$ cat config.mk
export PLATFORM = sky130hd
export DESIGN_NAME = serial_port_unit
export DESIGN_NICKNAME = d
export VERILOG_FILES = /design/src/verilog/serial_port_unit.v /design/src/verilog/two_entry_buffer.v
export VERILOG_INCLUDE_DIRS = /design/src /design/src/verilog
export SDC_FILE = /design/constraint.sdc
export NUM_CORES = 1
export LEC_CHECK = 0
export BUFFER_PORTS_ARGS = -buffer_cell sky130_fd_sc_hd__clkbuf_2
export CORE_AREA = 2 2 125 127
export CTS_CLUSTER_SIZE = 14
export DETAILED_ROUTE_END_ITERATION = 6
export DIE_AREA = 0 0 127 129
export PLACE_DENSITY = 0.59
export SYNTH_ARGS = -nofsm -noshare
export SYNTH_HDL_FRONTEND = slang
export SYNTH_HIERARCHICAL = 1
export SYNTH_SLANG_ARGS = --single-unit
$ cat constraint.sdc
create_clock -name clk_i -period 2.4 [get_ports clk_i]
set_input_delay 0 -clock clk_i [delete_from_list [all_inputs] [get_ports clk_i]]
set_output_delay 0 -clock clk_i [all_outputs]
set_load 0.1 [all_outputs]
$ cat src/verilog/serial_port_map.vh
/*
  Constants for the clocked serial slave port: control field positions,
  encodings and reset values.
  Assumes inclusion by bare name from the design files.
*/
`ifndef SERIAL_PORT_MAP_VH
`define SERIAL_PORT_MAP_VH

`define CTRL0_PWR_BIT      7
`define CTRL0_TXE_BIT      6
`define CTRL0_RXE_BIT      5
`define CTRL0_DIR_BIT      4
`define CTRL0_SCE_BIT      2
`define CTRL0_CONT_BIT     1
`define CTRL0_START_BIT    0
`define CTRL0_RESET        8'h01
`define CTRL1_CKP_BIT      4
`define CTRL1_DAP_BIT      3
`define CTRL1_CKS_HI       2
`define CTRL1_CKS_LO       0
`define CTRL1_RESET        8'h00
`define CKS_EXTERNAL       3'h7
`define LEN_RESET          4'h0
`define LEN_BITS_DEFAULT   5'h08
`define LEN_BITS_BASE      5'h08
`define SYNC_STAGES        2
`define BUF_DEPTH          2

`endif

$ cat src/verilog/serial_port_unit.v
/*
  Clocked serial slave port with buffered transmit and receive, the
  transmit-enable, receive-complete and reception-error events, and the
  idle pin levels while powered down.
  Assumes an external master drives serial_clock_pin; control bits come
  from plain ports written by software logic on clk_i.
*/
// Contract
// - Clock select 111 means external-clock slave
// - Length field 0000 gives eight-bit units
// - Control word E3H enables full continuous operation
// - Transmit buffer write sets transfer flag
// - Drive output, sample input per serial clock
// - Buffer-to-shifter move raises transmit-enable event
// - Full unit received raises receive-complete, data readable
// - Reloaded buffer starts next unit back-to-back
// - Unit without reload still raises receive-complete
// - Unread receive buffer overrun raises error, flag
// - Overrun keeps the unread word in the receive buffer; newer words queue behind it until the two-entry buffer fills, then the newest replaces the waiting one
// - Error repeats each completion while still unread
// - Single mode: no transmit event, always complete
// - Single mode ignores writes while flag set
// - Powered-down clock pin idle per select, polarity
// - Clock pin level follows polarity and select
// - Powered-down output level per enable, phase, order
// - Output pin follows enable, order, phase changes
`timescale 1ns/1ps
`include "serial_port_map.vh"
module serial_port_unit (
  input  wire        clk_i,
  input  wire        reset_i,
  input  wire [7:0]  ctrl_reg0_i,
  input  wire [7:0]  ctrl_reg1_i,
  input  wire [3:0]  length_ctrl_reg_i,
  input  wire [15:0] tx_buffer_i,
  input  wire        tx_buffer_wr_i,
  input  wire        flag_clear_i,
  input  wire        overrun_clear_i,
  input  wire        rx_read_i,
  input  wire        serial_clock_pin_i,
  input  wire        serial_in_pin_i,
  output reg         serial_clock_pin_o,
  output reg         serial_clock_pin_oe_o,
  output reg         serial_out_pin_o,
  output reg         xfer_in_progress_flag_o,
  output reg         overrun_flag_o,
  output reg  [15:0] rx_buffer_o,
  output reg         rx_valid_o,
  output reg         tx_enable_irq_o,
  output reg         rx_complete_irq_o,
  output reg         rx_error_irq_o
);
  // Control fields
  wire       power_enable  = ctrl_reg0_i[`CTRL0_PWR_BIT];
  wire       tx_enable     = ctrl_reg0_i[`CTRL0_TXE_BIT];
  wire       rx_enable     = ctrl_reg0_i[`CTRL0_RXE_BIT];
  wire       bit_order     = ctrl_reg0_i[`CTRL0_DIR_BIT];
  wire       continuous    = ctrl_reg0_i[`CTRL0_CONT_BIT];
  wire       clock_polarity = ctrl_reg1_i[`CTRL1_CKP_BIT];
  wire       data_phase    = ctrl_reg1_i[`CTRL1_DAP_BIT];
  wire [2:0] clock_select  = ctrl_reg1_i[`CTRL1_CKS_HI:`CTRL1_CKS_LO];
  wire       slave_mode    = (clock_select == `CKS_EXTERNAL);

  function [4:0] unit_bits;
    input [3:0] len;
    begin
      // Zero and values above eight select eight bits; 1..8 add to eight
      if (len == 4'h0 || len > 4'h8)
        unit_bits = `LEN_BITS_DEFAULT;
      else
        unit_bits = `LEN_BITS_BASE + {1'b0, len};
    end
  endfunction

  // Two-stage synchronisers: the first stage feeds only the second
  reg [1:0] sck_sync_q;
  reg [1:0] si_sync_q;
  reg       sck_prev_q;
  always @(posedge clk_i) begin
    if (reset_i) begin
      // Start at the clock pin's idle-high level so release makes no false edge
      sck_sync_q <= 2'b11;
      si_sync_q  <= 2'b00;
      sck_prev_q <= 1'b1;
    end else begin
      sck_sync_q <= {sck_sync_q[0], serial_clock_pin_i};
      si_sync_q  <= {si_sync_q[0], serial_in_pin_i};
      sck_prev_q <= sck_sync_q[1];
    end
  end
  wire sck_s   = sck_sync_q[1] ^ clock_polarity;
  wire sck_pv  = sck_prev_q ^ clock_polarity;
  wire lead_e  = sck_pv & ~sck_s;
  wire trail_e = ~sck_pv & sck_s;
  // Phase 0 shifts out on the lead edge and samples on the trail one (falling and rising at polarity 0)
  wire drive_e  = data_phase ? trail_e : lead_e;
  wire sample_e = data_phase ? lead_e : trail_e;
  wire run      = power_enable & slave_mode & (tx_enable | rx_enable);

  reg [15:0] tx_hold_q;
  reg        tx_full_q;
  reg [15:0] shift_q;
  reg        active_q;
  reg [4:0]  bit_cnt_q;
  reg        so_q;
  reg        unread_q;
  wire [4:0] nbits = unit_bits(length_ctrl_reg_i);
  wire [3:0] top   = nbits[3:0] - 4'h1;
  wire       wr_ok = tx_buffer_wr_i & (continuous | ~xfer_in_progress_flag_o);
  wire       last_sample = sample_e & active_q & (bit_cnt_q == nbits - 5'h1);

  // Received words pass the two-entry buffer; a stalled reader holds them
  wire        fifo_in_ready;
  wire        fifo_out_valid;
  wire [15:0] fifo_out_data;
  reg         push_q;
  reg  [15:0] push_data_q;
  wire        fifo_pop = fifo_out_valid & (~rx_valid_o | rx_read_i);

  two_entry_buffer rx_fifo (
    .clk_i       (clk_i),
    .reset_i     (reset_i),
    .in_valid_i  (push_q),
    .in_ready_o  (fifo_in_ready),
    .in_data_i   (push_data_q),
    .out_valid_o (fifo_out_valid),
    .out_ready_i (fifo_pop),
    .out_data_o  (fifo_out_data)
  );

  function [15:0] place_bit;
    input [15:0] word;
    input        b;
    input        lsb_first;
    input [3:0]  msb;
    reg   [15:0] t;
    begin
      t = word;
      if (lsb_first)
        place_bit = (t >> 1) | ({15'h0, b} << msb);
      else
        place_bit = {t[14:0], b};
    end
  endfunction

  function out_bit;
    input [15:0] word;
    input        lsb_first;
    input [3:0]  msb;
    begin
      out_bit = lsb_first ? word[0] : word[msb];
    end
  endfunction

  always @(posedge clk_i) begin
    if (reset_i) begin
      tx_hold_q               <= 16'h0000;
      tx_full_q               <= 1'b0;
      shift_q                 <= 16'h0000;
      active_q                <= 1'b0;
      bit_cnt_q               <= 5'h00;
      so_q                    <= 1'b0;
      unread_q                <= 1'b0;
      push_q                  <= 1'b0;
      push_data_q             <= 16'h0000;
      xfer_in_progress_flag_o <= 1'b0;
      overrun_flag_o          <= 1'b0;
      tx_enable_irq_o         <= 1'b0;
      rx_complete_irq_o       <= 1'b0;
      rx_error_irq_o          <= 1'b0;
    end else begin
      tx_enable_irq_o   <= 1'b0;
      rx_complete_irq_o <= 1'b0;
      rx_error_irq_o    <= 1'b0;
      if (fifo_in_ready)
        push_q <= 1'b0;
      if (wr_ok) begin
        tx_hold_q <= tx_buffer_i;
        tx_full_q <= 1'b1;
      end
      // Software clear loses to a new write in the same cycle
      if (wr_ok)
        xfer_in_progress_flag_o <= 1'b1;
      else if (flag_clear_i)
        xfer_in_progress_flag_o <= 1'b0;
      if (rx_read_i)
        unread_q <= 1'b0;
      if (overrun_clear_i)
        overrun_flag_o <= 1'b0;
      if (!run) begin
        active_q  <= 1'b0;
        bit_cnt_q <= 5'h00;
      end else if (xfer_in_progress_flag_o) begin
        // Continuous mode clocks a unit even without a reload, so receive still completes
        if (!active_q && (tx_full_q || !tx_enable || continuous) &&
            (drive_e || sample_e)) begin
          // Load shifter; phase 1 drives the first bit on the lead edge
          shift_q   <= tx_full_q ? tx_hold_q : 16'h0000;
          so_q      <= tx_enable & tx_full_q & out_bit(tx_hold_q, bit_order, top);
          tx_full_q <= wr_ok;
          active_q  <= 1'b1;
          bit_cnt_q <= 5'h00;
          if (continuous && tx_full_q)
            tx_enable_irq_o <= 1'b1;
        end
        if (active_q && drive_e && bit_cnt_q != 5'h00)
          so_q <= tx_enable & out_bit(shift_q, bit_order, top);
        if (sample_e && (active_q || data_phase == 1'b0)) begin
          shift_q   <= place_bit(shift_q, si_sync_q[1], bit_order, top);
          bit_cnt_q <= bit_cnt_q + 5'h01;
        end
        if (last_sample) begin
          active_q <= 1'b0;
          rx_complete_irq_o <= rx_enable | ~continuous;
          if (rx_enable) begin
            // Newest word replaces any word still waiting to enter the two-entry buffer
            push_q      <= 1'b1;
            push_data_q <= place_bit(shift_q, si_sync_q[1], bit_order, top);
            unread_q    <= 1'b1;
            if (continuous && unread_q && !rx_read_i) begin
              rx_error_irq_o <= 1'b1;
              overrun_flag_o <= 1'b1;
            end
          end
          // Continuous mode keeps the flag; single mode clears it, as writes are ignored while it is set
          if (!continuous)
            xfer_in_progress_flag_o <= wr_ok;
        end
      end
    end
  end

  // Receive buffer: holds its word while the reader stalls, then takes the next queued word
  always @(posedge clk_i) begin
    if (reset_i) begin
      rx_buffer_o <= 16'h0000;
      rx_valid_o  <= 1'b0;
    end else if (fifo_pop) begin
      rx_buffer_o <= fifo_out_data;
      rx_valid_o  <= 1'b1;
    end else if (rx_read_i) begin
      rx_valid_o  <= 1'b0;
    end
  end

  // Pin levels follow control bits within one cycle
  always @(posedge clk_i) begin
    if (reset_i) begin
      serial_clock_pin_o    <= 1'b1;
      serial_clock_pin_oe_o <= 1'b0;
      serial_out_pin_o      <= 1'b0;
    end else begin
      serial_clock_pin_o    <= ~clock_polarity;
      serial_clock_pin_oe_o <= ~slave_mode;
      if (!power_enable) begin
        if (!tx_enable)
          serial_out_pin_o <= 1'b0;
        else if (!data_phase)
          serial_out_pin_o <= so_q & 1'b0;
        else
          serial_out_pin_o <= out_bit(tx_hold_q, bit_order, top);
      end else begin
        serial_out_pin_o <= tx_enable & so_q;
      end
    end
  end
endmodule

$ cat src/verilog/two_entry_buffer.v
/*
  Two-entry valid/ready buffer for received words.
  Assumes a single clock and synchronous active-high reset.
*/
`timescale 1ns/1ps
module two_entry_buffer (
  input  wire        clk_i,
  input  wire        reset_i,
  input  wire        in_valid_i,
  output wire        in_ready_o,
  input  wire [15:0] in_data_i,
  output wire        out_valid_o,
  input  wire        out_ready_i,
  output wire [15:0] out_data_o
);
  reg [15:0] mem_q [0:1];
  reg        wr_q;
  reg        rd_q;
  reg [1:0]  cnt_q;
  wire       push;
  wire       pop;

  assign in_ready_o  = (cnt_q != 2'h2);
  assign out_valid_o = (cnt_q != 2'h0);
  assign out_data_o  = mem_q[rd_q];
  assign push        = in_valid_i & in_ready_o;
  assign pop         = out_valid_o & out_ready_i;

  always @(posedge clk_i) begin
    if (reset_i) begin
      wr_q  <= 1'b0;
      rd_q  <= 1'b0;
      cnt_q <= 2'h0;
    end else begin
      if (push) begin
        mem_q[wr_q] <= in_data_i;
        wr_q        <= ~wr_q;
      end
      if (pop)
        rd_q <= ~rd_q;
      if (push & ~pop)
        cnt_q <= cnt_q + 2'h1;
      else if (pop & ~push)
        cnt_q <= cnt_q - 2'h1;
    end
  end
endmodule
======== Word level (Yosys, flattened, before mapping) ========
Memories as Yosys holds them, arrays and structs flattened. A register that Yosys moved wholly into a read port is not among the register bits.
Index checks and enable logic that the tools add are counted.
storage, ports and cells
  bits in registers ....................... 76
  bits in writable memories ............... 32
  bits of input ports ..................... 44
  memories ................................ 1
  output and inout bits ................... 25
memory list
  memory         words  bits a word  read ports  clocked after Yosys merged registers in  wr ports  RTL line               text
  rx_fifo.mem_q  2      16           1           1                                        1         two_entry_buffer.v:16  reg [15:0] mem_q [0:1];
cells by class
  add/sub/neg operators ................... 6
  $lt $le $gt $ge ......................... 2
  equal/unequal tests ..................... 3
  muxes and demuxes ....................... 57
  shift-type cells ........................ 1
  reduce and logical (&&, ||, !) cells .... 33
  bitwise gates (word level) .............. 39
operator list
  kind                 number
  $mux 16              4
  $mux 1               46
  $and 1x1->1          16
  $not 1->1            16
  $or 15x16->16        1
  $shl 1x4->16         1
  $mux 5               3
  $reduce_bool 2->1    6
  $bmux 1 s4           2
  $logic_and 1x1->1    8
  $reduce_or 4->1      2
  $reduce_and 3->1     2
  $add 4x4->5 const A  1
  $add 5x1->5 const B  1
  $eq 5x5->1           1
  $logic_or 1x1->1     5
  $lt 4x5->1 const B   1
  $reduce_bool 5->1    1
  $reduce_or 5->1      1
  $sub 5x1->5 const B  1
  $gt 4x4->1 const B   1
  $logic_not 4->1      1
  $mux 2               2
  $or 1x1->1           4
  other kinds (10)     14

======== Logic depth before layout (Yosys ltp) ========
  depth in word-level cells ............... 10
  depth in mapped cells ................... 12

======== Modules after synthesis ========
The synthesis kept the hierarchy.
modules (own cells, without submodules)
  module            cells each  area each (µm²)  times used
  serial_port_unit  492         4271.6           1
  two_entry_buffer  77          1378.8           1

======== Worst setup path after synthesis ========
Ideal clock, no wire load.
  path type ............................... register -> register
  start ................................... register rx_valid_o
  end ..................................... register rx_fifo.cnt_q[1]
  arrival ................................. 2611 ps
  cell stages (with the launch flop) ...... 9
  path slack .............................. -281 ps
  path through ............................ dfxtp_1 nand2b_1 nand2_1 clkinv_1 buf_1 o21ai_0 ha_1 or3_1 a21oi_1
on the way
  word-level cells in the longest chain between the ends .. 7
  elaborated cells on any way between the ends .. 9
  classes of those cells .................. mux: 1; bitwise: 7; reduce/logical: 1
ends and longest elaborated chain
  item                                                RTL line                text
  start: declaration                                  serial_port_unit.v:48   output reg rx_valid_o,
  start signal: assignment                            serial_port_unit.v:237  rx_valid_o <= 1'b0;
  start signal: assignment                            serial_port_unit.v:240  rx_valid_o <= 1'b1;
  start signal: assignment                            serial_port_unit.v:242  rx_valid_o <= 1'b0;
  $not 1->1 (*)                                       serial_port_unit.v:118  wire fifo_pop = fifo_out_valid & (~rx_valid_o | rx_read_i);
  $or 1x1->1 (*)                                      serial_port_unit.v:118
  $and 1x1->1 (*)                                     serial_port_unit.v:118
  named net fifo_pop                                  serial_port_unit.v:118
  $and 1x1->1 (*)                                     two_entry_buffer.v:27   assign pop = out_valid_o & out_ready_i;
  $not 1->1                                           two_entry_buffer.v:41   if (push & ~pop)
  $and 1x1->1                                         two_entry_buffer.v:41
  $mux 2 / $reduce_bool 2->1 (equally long branches)  -
  end signal: assignment                              two_entry_buffer.v:42   cnt_q <= cnt_q + 2'h1;
  end signal: assignment                              two_entry_buffer.v:44   cnt_q <= cnt_q - 2'h1;
  end: declaration                                    two_entry_buffer.v:19   reg [1:0] cnt_q;
The timed path passes the listed nets; every way through them passes the cells marked *.
A chain may end at the register's enable or synchronous reset.

======== Worst setup path in the final report ========
  start ................................... input port length_ctrl_reg_i[0]
  end ..................................... register serial_out_pin_o
on the way
  word-level cells in the longest chain between the ends .. 10
  elaborated cells on any way between the ends .. 12
  classes of those cells .................. add/sub: 2; order compare: 1; mux: 7; reduce/logical: 2
ends and longest elaborated chain
  item                                                  RTL line                text
  start: declaration                                    serial_port_unit.v:34   input wire [3:0] length_ctrl_reg_i,
  $gt 4x4->1 / $logic_not 4->1 (equally long branches)  serial_port_unit.v:68   if (len == 4'h0 || len > 4'h8)
  $logic_or 1x1->1                                      serial_port_unit.v:68
  $mux 5 (*)                                            serial_port_unit.v:68
  $sub 4x1->4 (*)                                       serial_port_unit.v:108  wire [3:0] top = nbits[3:0] - 4'h1;
  $bmux 1 s4 (*)                                        serial_port_unit.v:151  out_bit = lsb_first ? word[0] : word[msb];
  $mux 1 (not written as such) (*)                      serial_port_unit.v:151
  $mux 1 (*)                                            serial_port_unit.v:151
  $mux 1 (*)                                            serial_port_unit.v:258  else if (!data_phase)
  $mux 1 (*)                                            serial_port_unit.v:256  if (!tx_enable)
  $mux 1 (*)                                            serial_port_unit.v:255  if (!power_enable) begin
  end signal: assignment                                serial_port_unit.v:259  serial_out_pin_o <= so_q & 1'b0;
  end signal: assignment                                serial_port_unit.v:261  serial_out_pin_o <= out_bit(tx_hold_q, bit_order, top);
  end signal: assignment                                serial_port_unit.v:263  serial_out_pin_o <= tx_enable & so_q;
  end: declaration                                      serial_port_unit.v:44   output reg serial_out_pin_o,
Mark *: on every way between the ends. The rest lies on a longest branch, timed or not. The select of a mux whose other input is x is not followed.

==> flow_metrics.py <==
metrics = {
    "grt": {
        "grt_pass1_vias": 4389,
        "grt_antenna_before_repair": 0,
        "grt_first_pass_wirelength_mm": 21.87,
        "overflow": 0,
        "grt_max_degree": 57,
        "grt.total_usage": 0.1707,
    },
    "timing": {
        "tightest_slew_ns": 0.7570,
        "final-hold-violation-count": 0,
        "finalClockSkew_ns": 0.01362,
        "rsz0062_at_grt": "no",
        "finalCritPeriodShare": 0.9153,
        "layout_setup_ws_ns": 0.2032,
        "max_freq_ghz": 0.4552,
        "setup_viol": 0,
        "drv_slew": 0,
        "period_needed_ns": 2.197,
        "whs_ns": 0.09072,
        "maxSlewHeadroom": 0.4900,
        "tns_ns": 0,
    },
    "routing": {
        "vias": 4501,
        "drt_iter0_drc": 239,
        "drcViolationCount": 0,
        "vias_per_cell": 5.191,
        "ant_nets": 0,
        "wl_mm": 13.24,
        "routedWlPerCell_um": 15.27,
        "dr.pass1.iters": 5,
    },
    "synthesis": {
        "synth-seq-cells": 125,
        "ys.flop_type": "dfxtp_1",
        "ys_types": 70,
        "synth_area_um2": 5650,
        "async_reset_ff_frac": 0,
        "synth_warnings": 6,
        "synth_area_leaders": "dfxtp_1, edfxtp_1, nand2_1",
        "synth_edf_count": 32,
        "netlist.area_leader.share": 0.3295,
        "synth_cells": 569,
        "yosysSeqAreaShare": 0.4996,
        "yosys.area.top_type": "dfxtp_1",
        "syn_nets": 617,
        "avgSynthCellArea_um2": 9.930,
    },
    "cells_and_area": {
        "post-route-util": 0.4728,
        "syn2layout_area_growth_pct": 25.31,
        "antenna_cells": 0,
        "layout-drive-gt1-share": 0.2342,
        "final_nets": 714,
    },
    "power_and_ir_drop": {
        "leakage_nw": 2.660,
        "ir_worst_vdd_v": 0.0005080,
        "total_power_mw": 5.099,
        "power_density_nw_per_um2": 720.2,
    },
    "critical_path": {
        "crit_path_end_kind": "register",
        "cp.arrival_ns": 2.50,
        "timing.rr.start": "bit_cnt_q[1]",
        "crit_start": "length_ctrl_reg_i[0]",
        "path_class": "primary input to register",
        "reg2reg_depth": 6,
        "startpoint_type": "primary input",
        "crit_fanout": 7,
        "crit_required_ns": 2.70,
    },
    "run_status": {
        "status": "finished, final reports clean",
    },
    "cts": {
        "clk_path_buf_depth": 2,
        "cts_root_buf": "clkbuf_16",
        "clkTransAtPathRegs_ns": 0.05,
        "htree_levels": 4,
        "cts_resized": 0,
        "insertion_delay_ns": 0.42,
        "cts_tree": "yes",
        "cts_made_buffers": 17,
        "numClockSinks": 125,
    },
    "placement": {
        "place.gp.congestion": 0.8501,
        "dp_hpwl_mm": 9.124,
        "portBuffers": 62,
        "dp_slack_ns": 0.2367,
    },
    "run": {
        "maxCapViolCount": 0,
    },
    "die": {
        "die_x_um": 127,
        "die_h_um": 129,
        "ios": 69,
        "start_util": 0.3773,
        "row_count": 45,
        "dieArea_um2": 16380,
        "core_area_um2": 14980,
    },
    "hold_path": {
        "holdCritStartpoint": "tx_buffer_wr_i",
        "whs_path_depth": 5,
        "hold_class": "primary input to register",
    },
}
layer usage:
metal	GRT usage	vias up	share of wire
met5	0	-	0
met4	0.06852	0	0.020
met3	0.04407	23	0.049
met2	0.2906	119	0.49
met1	0.2075	2133	0.44
li1	-	2226	-
synth_stat cells, drive strengths merged (2+ instances only):
master,count
xor2,10
mux2i,31
inv,12
a311oi,16
buf,15
a211oi,5
nand2b,12
nor4,2
nor2b,6
and3,3
o211ai,3
xnor2,6
clkbuf,19
nand2,89
mux2,20
edfxtp,32
nor2,45
or3,3
mux4,3
a21oi,48
a31oi,6
nand3,17
nor3b,3
dfxtp,93
o211a,2
nor3,8
and3b,2
ha,4
o21ai,24
or2,6
path summary, 6_finish.rpt:
| path | endpoint | slack, ns |
|---|---|---|
| setup / recovery | serial_out_pin_o | 0.20 |
| hold / removal | tx_hold_q[0] | 0.09 |
| setup reg to reg | xfer_in_progress_flag_o | 0.22 |
| hold reg to reg | sck_sync_q[1] | 0.41 |
state kept, by name (all words and copies together), names as in the netlist, 2 cells and up, named ones only:
signal and count:
bit_cnt_q 5, push_data_q 16, rx_buffer_o 16, rx_fifo/cnt_q 2, rx_fifo/mem_q 32, sck_sync_q 2
shift_q 16, si_sync_q 2, tx_hold_q 16
cells by family after synthesis:
logic type	synth area share
xor+xnor	0.02945
simple gates	0.1738
buf+inv	0.04096
fa+ha+maj	0.008858
flops	0.4996
mux	0.1081
compound gates	0.1393
power by group:
group / switching, mW / internal, mW
Combinational: 0.201 / 0.147
Sequential: 0.0242 / 2.18
Clock: 0.965 / 1.59
worst max-delay path, cell delays in order:
cell	delay, ns
clkbuf_2	0.17
nand2b_1	0.11
ha_1	0.29
xor2_4	0.28
mux4_1	0.61
o221ai_1	0.27
o21ai_0	0.17
dlygate4sd3_1	0.59
metrics by stage:
stage,instance area [µm²],std cells
detailed placement,6173,803
global route,7081,867
CTS,7066,865
floorplan,5653,569
finish,7081,867
global placement,6173,803
layout make-up:
| type | instances | area (µm²) |
|---|---|---|
| timing repair buffer | 112 | 773.2 |
| inverter | 13 | 48.80 |
| clock buffer | 19 | 452.9 |
| clock inverter | 13 | 138.9 |
| multi-input combinational | 397 | 2606 |
| sequential | 125 | 2825 |
| fill | 1425 | 7896 |
| tap | 188 | 235.2 |
cells in the final DEF (no fill, tap or decap), types with 16 or more instances in the layout:
cell type	n
dfxtp_1	91
nand2_1	89
clkbuf_2	61
nor2_1	45
a21oi_1	44
edfxtp_1	32
mux2i_1	31
dlygate4sd3_1	30
o21ai_0	23
mux2_2	20
buf_4	19
nand3_1	17
clkbuf_16	17
a311oi_1	16
timing repair:
item                       CTS  global route
hold buffers                30             0
setup buffers                0             2
hold endpoints to repair    27             0
setup endpoints to repair    0             1
Note: power is estimated with default switching activity, not from simulation.
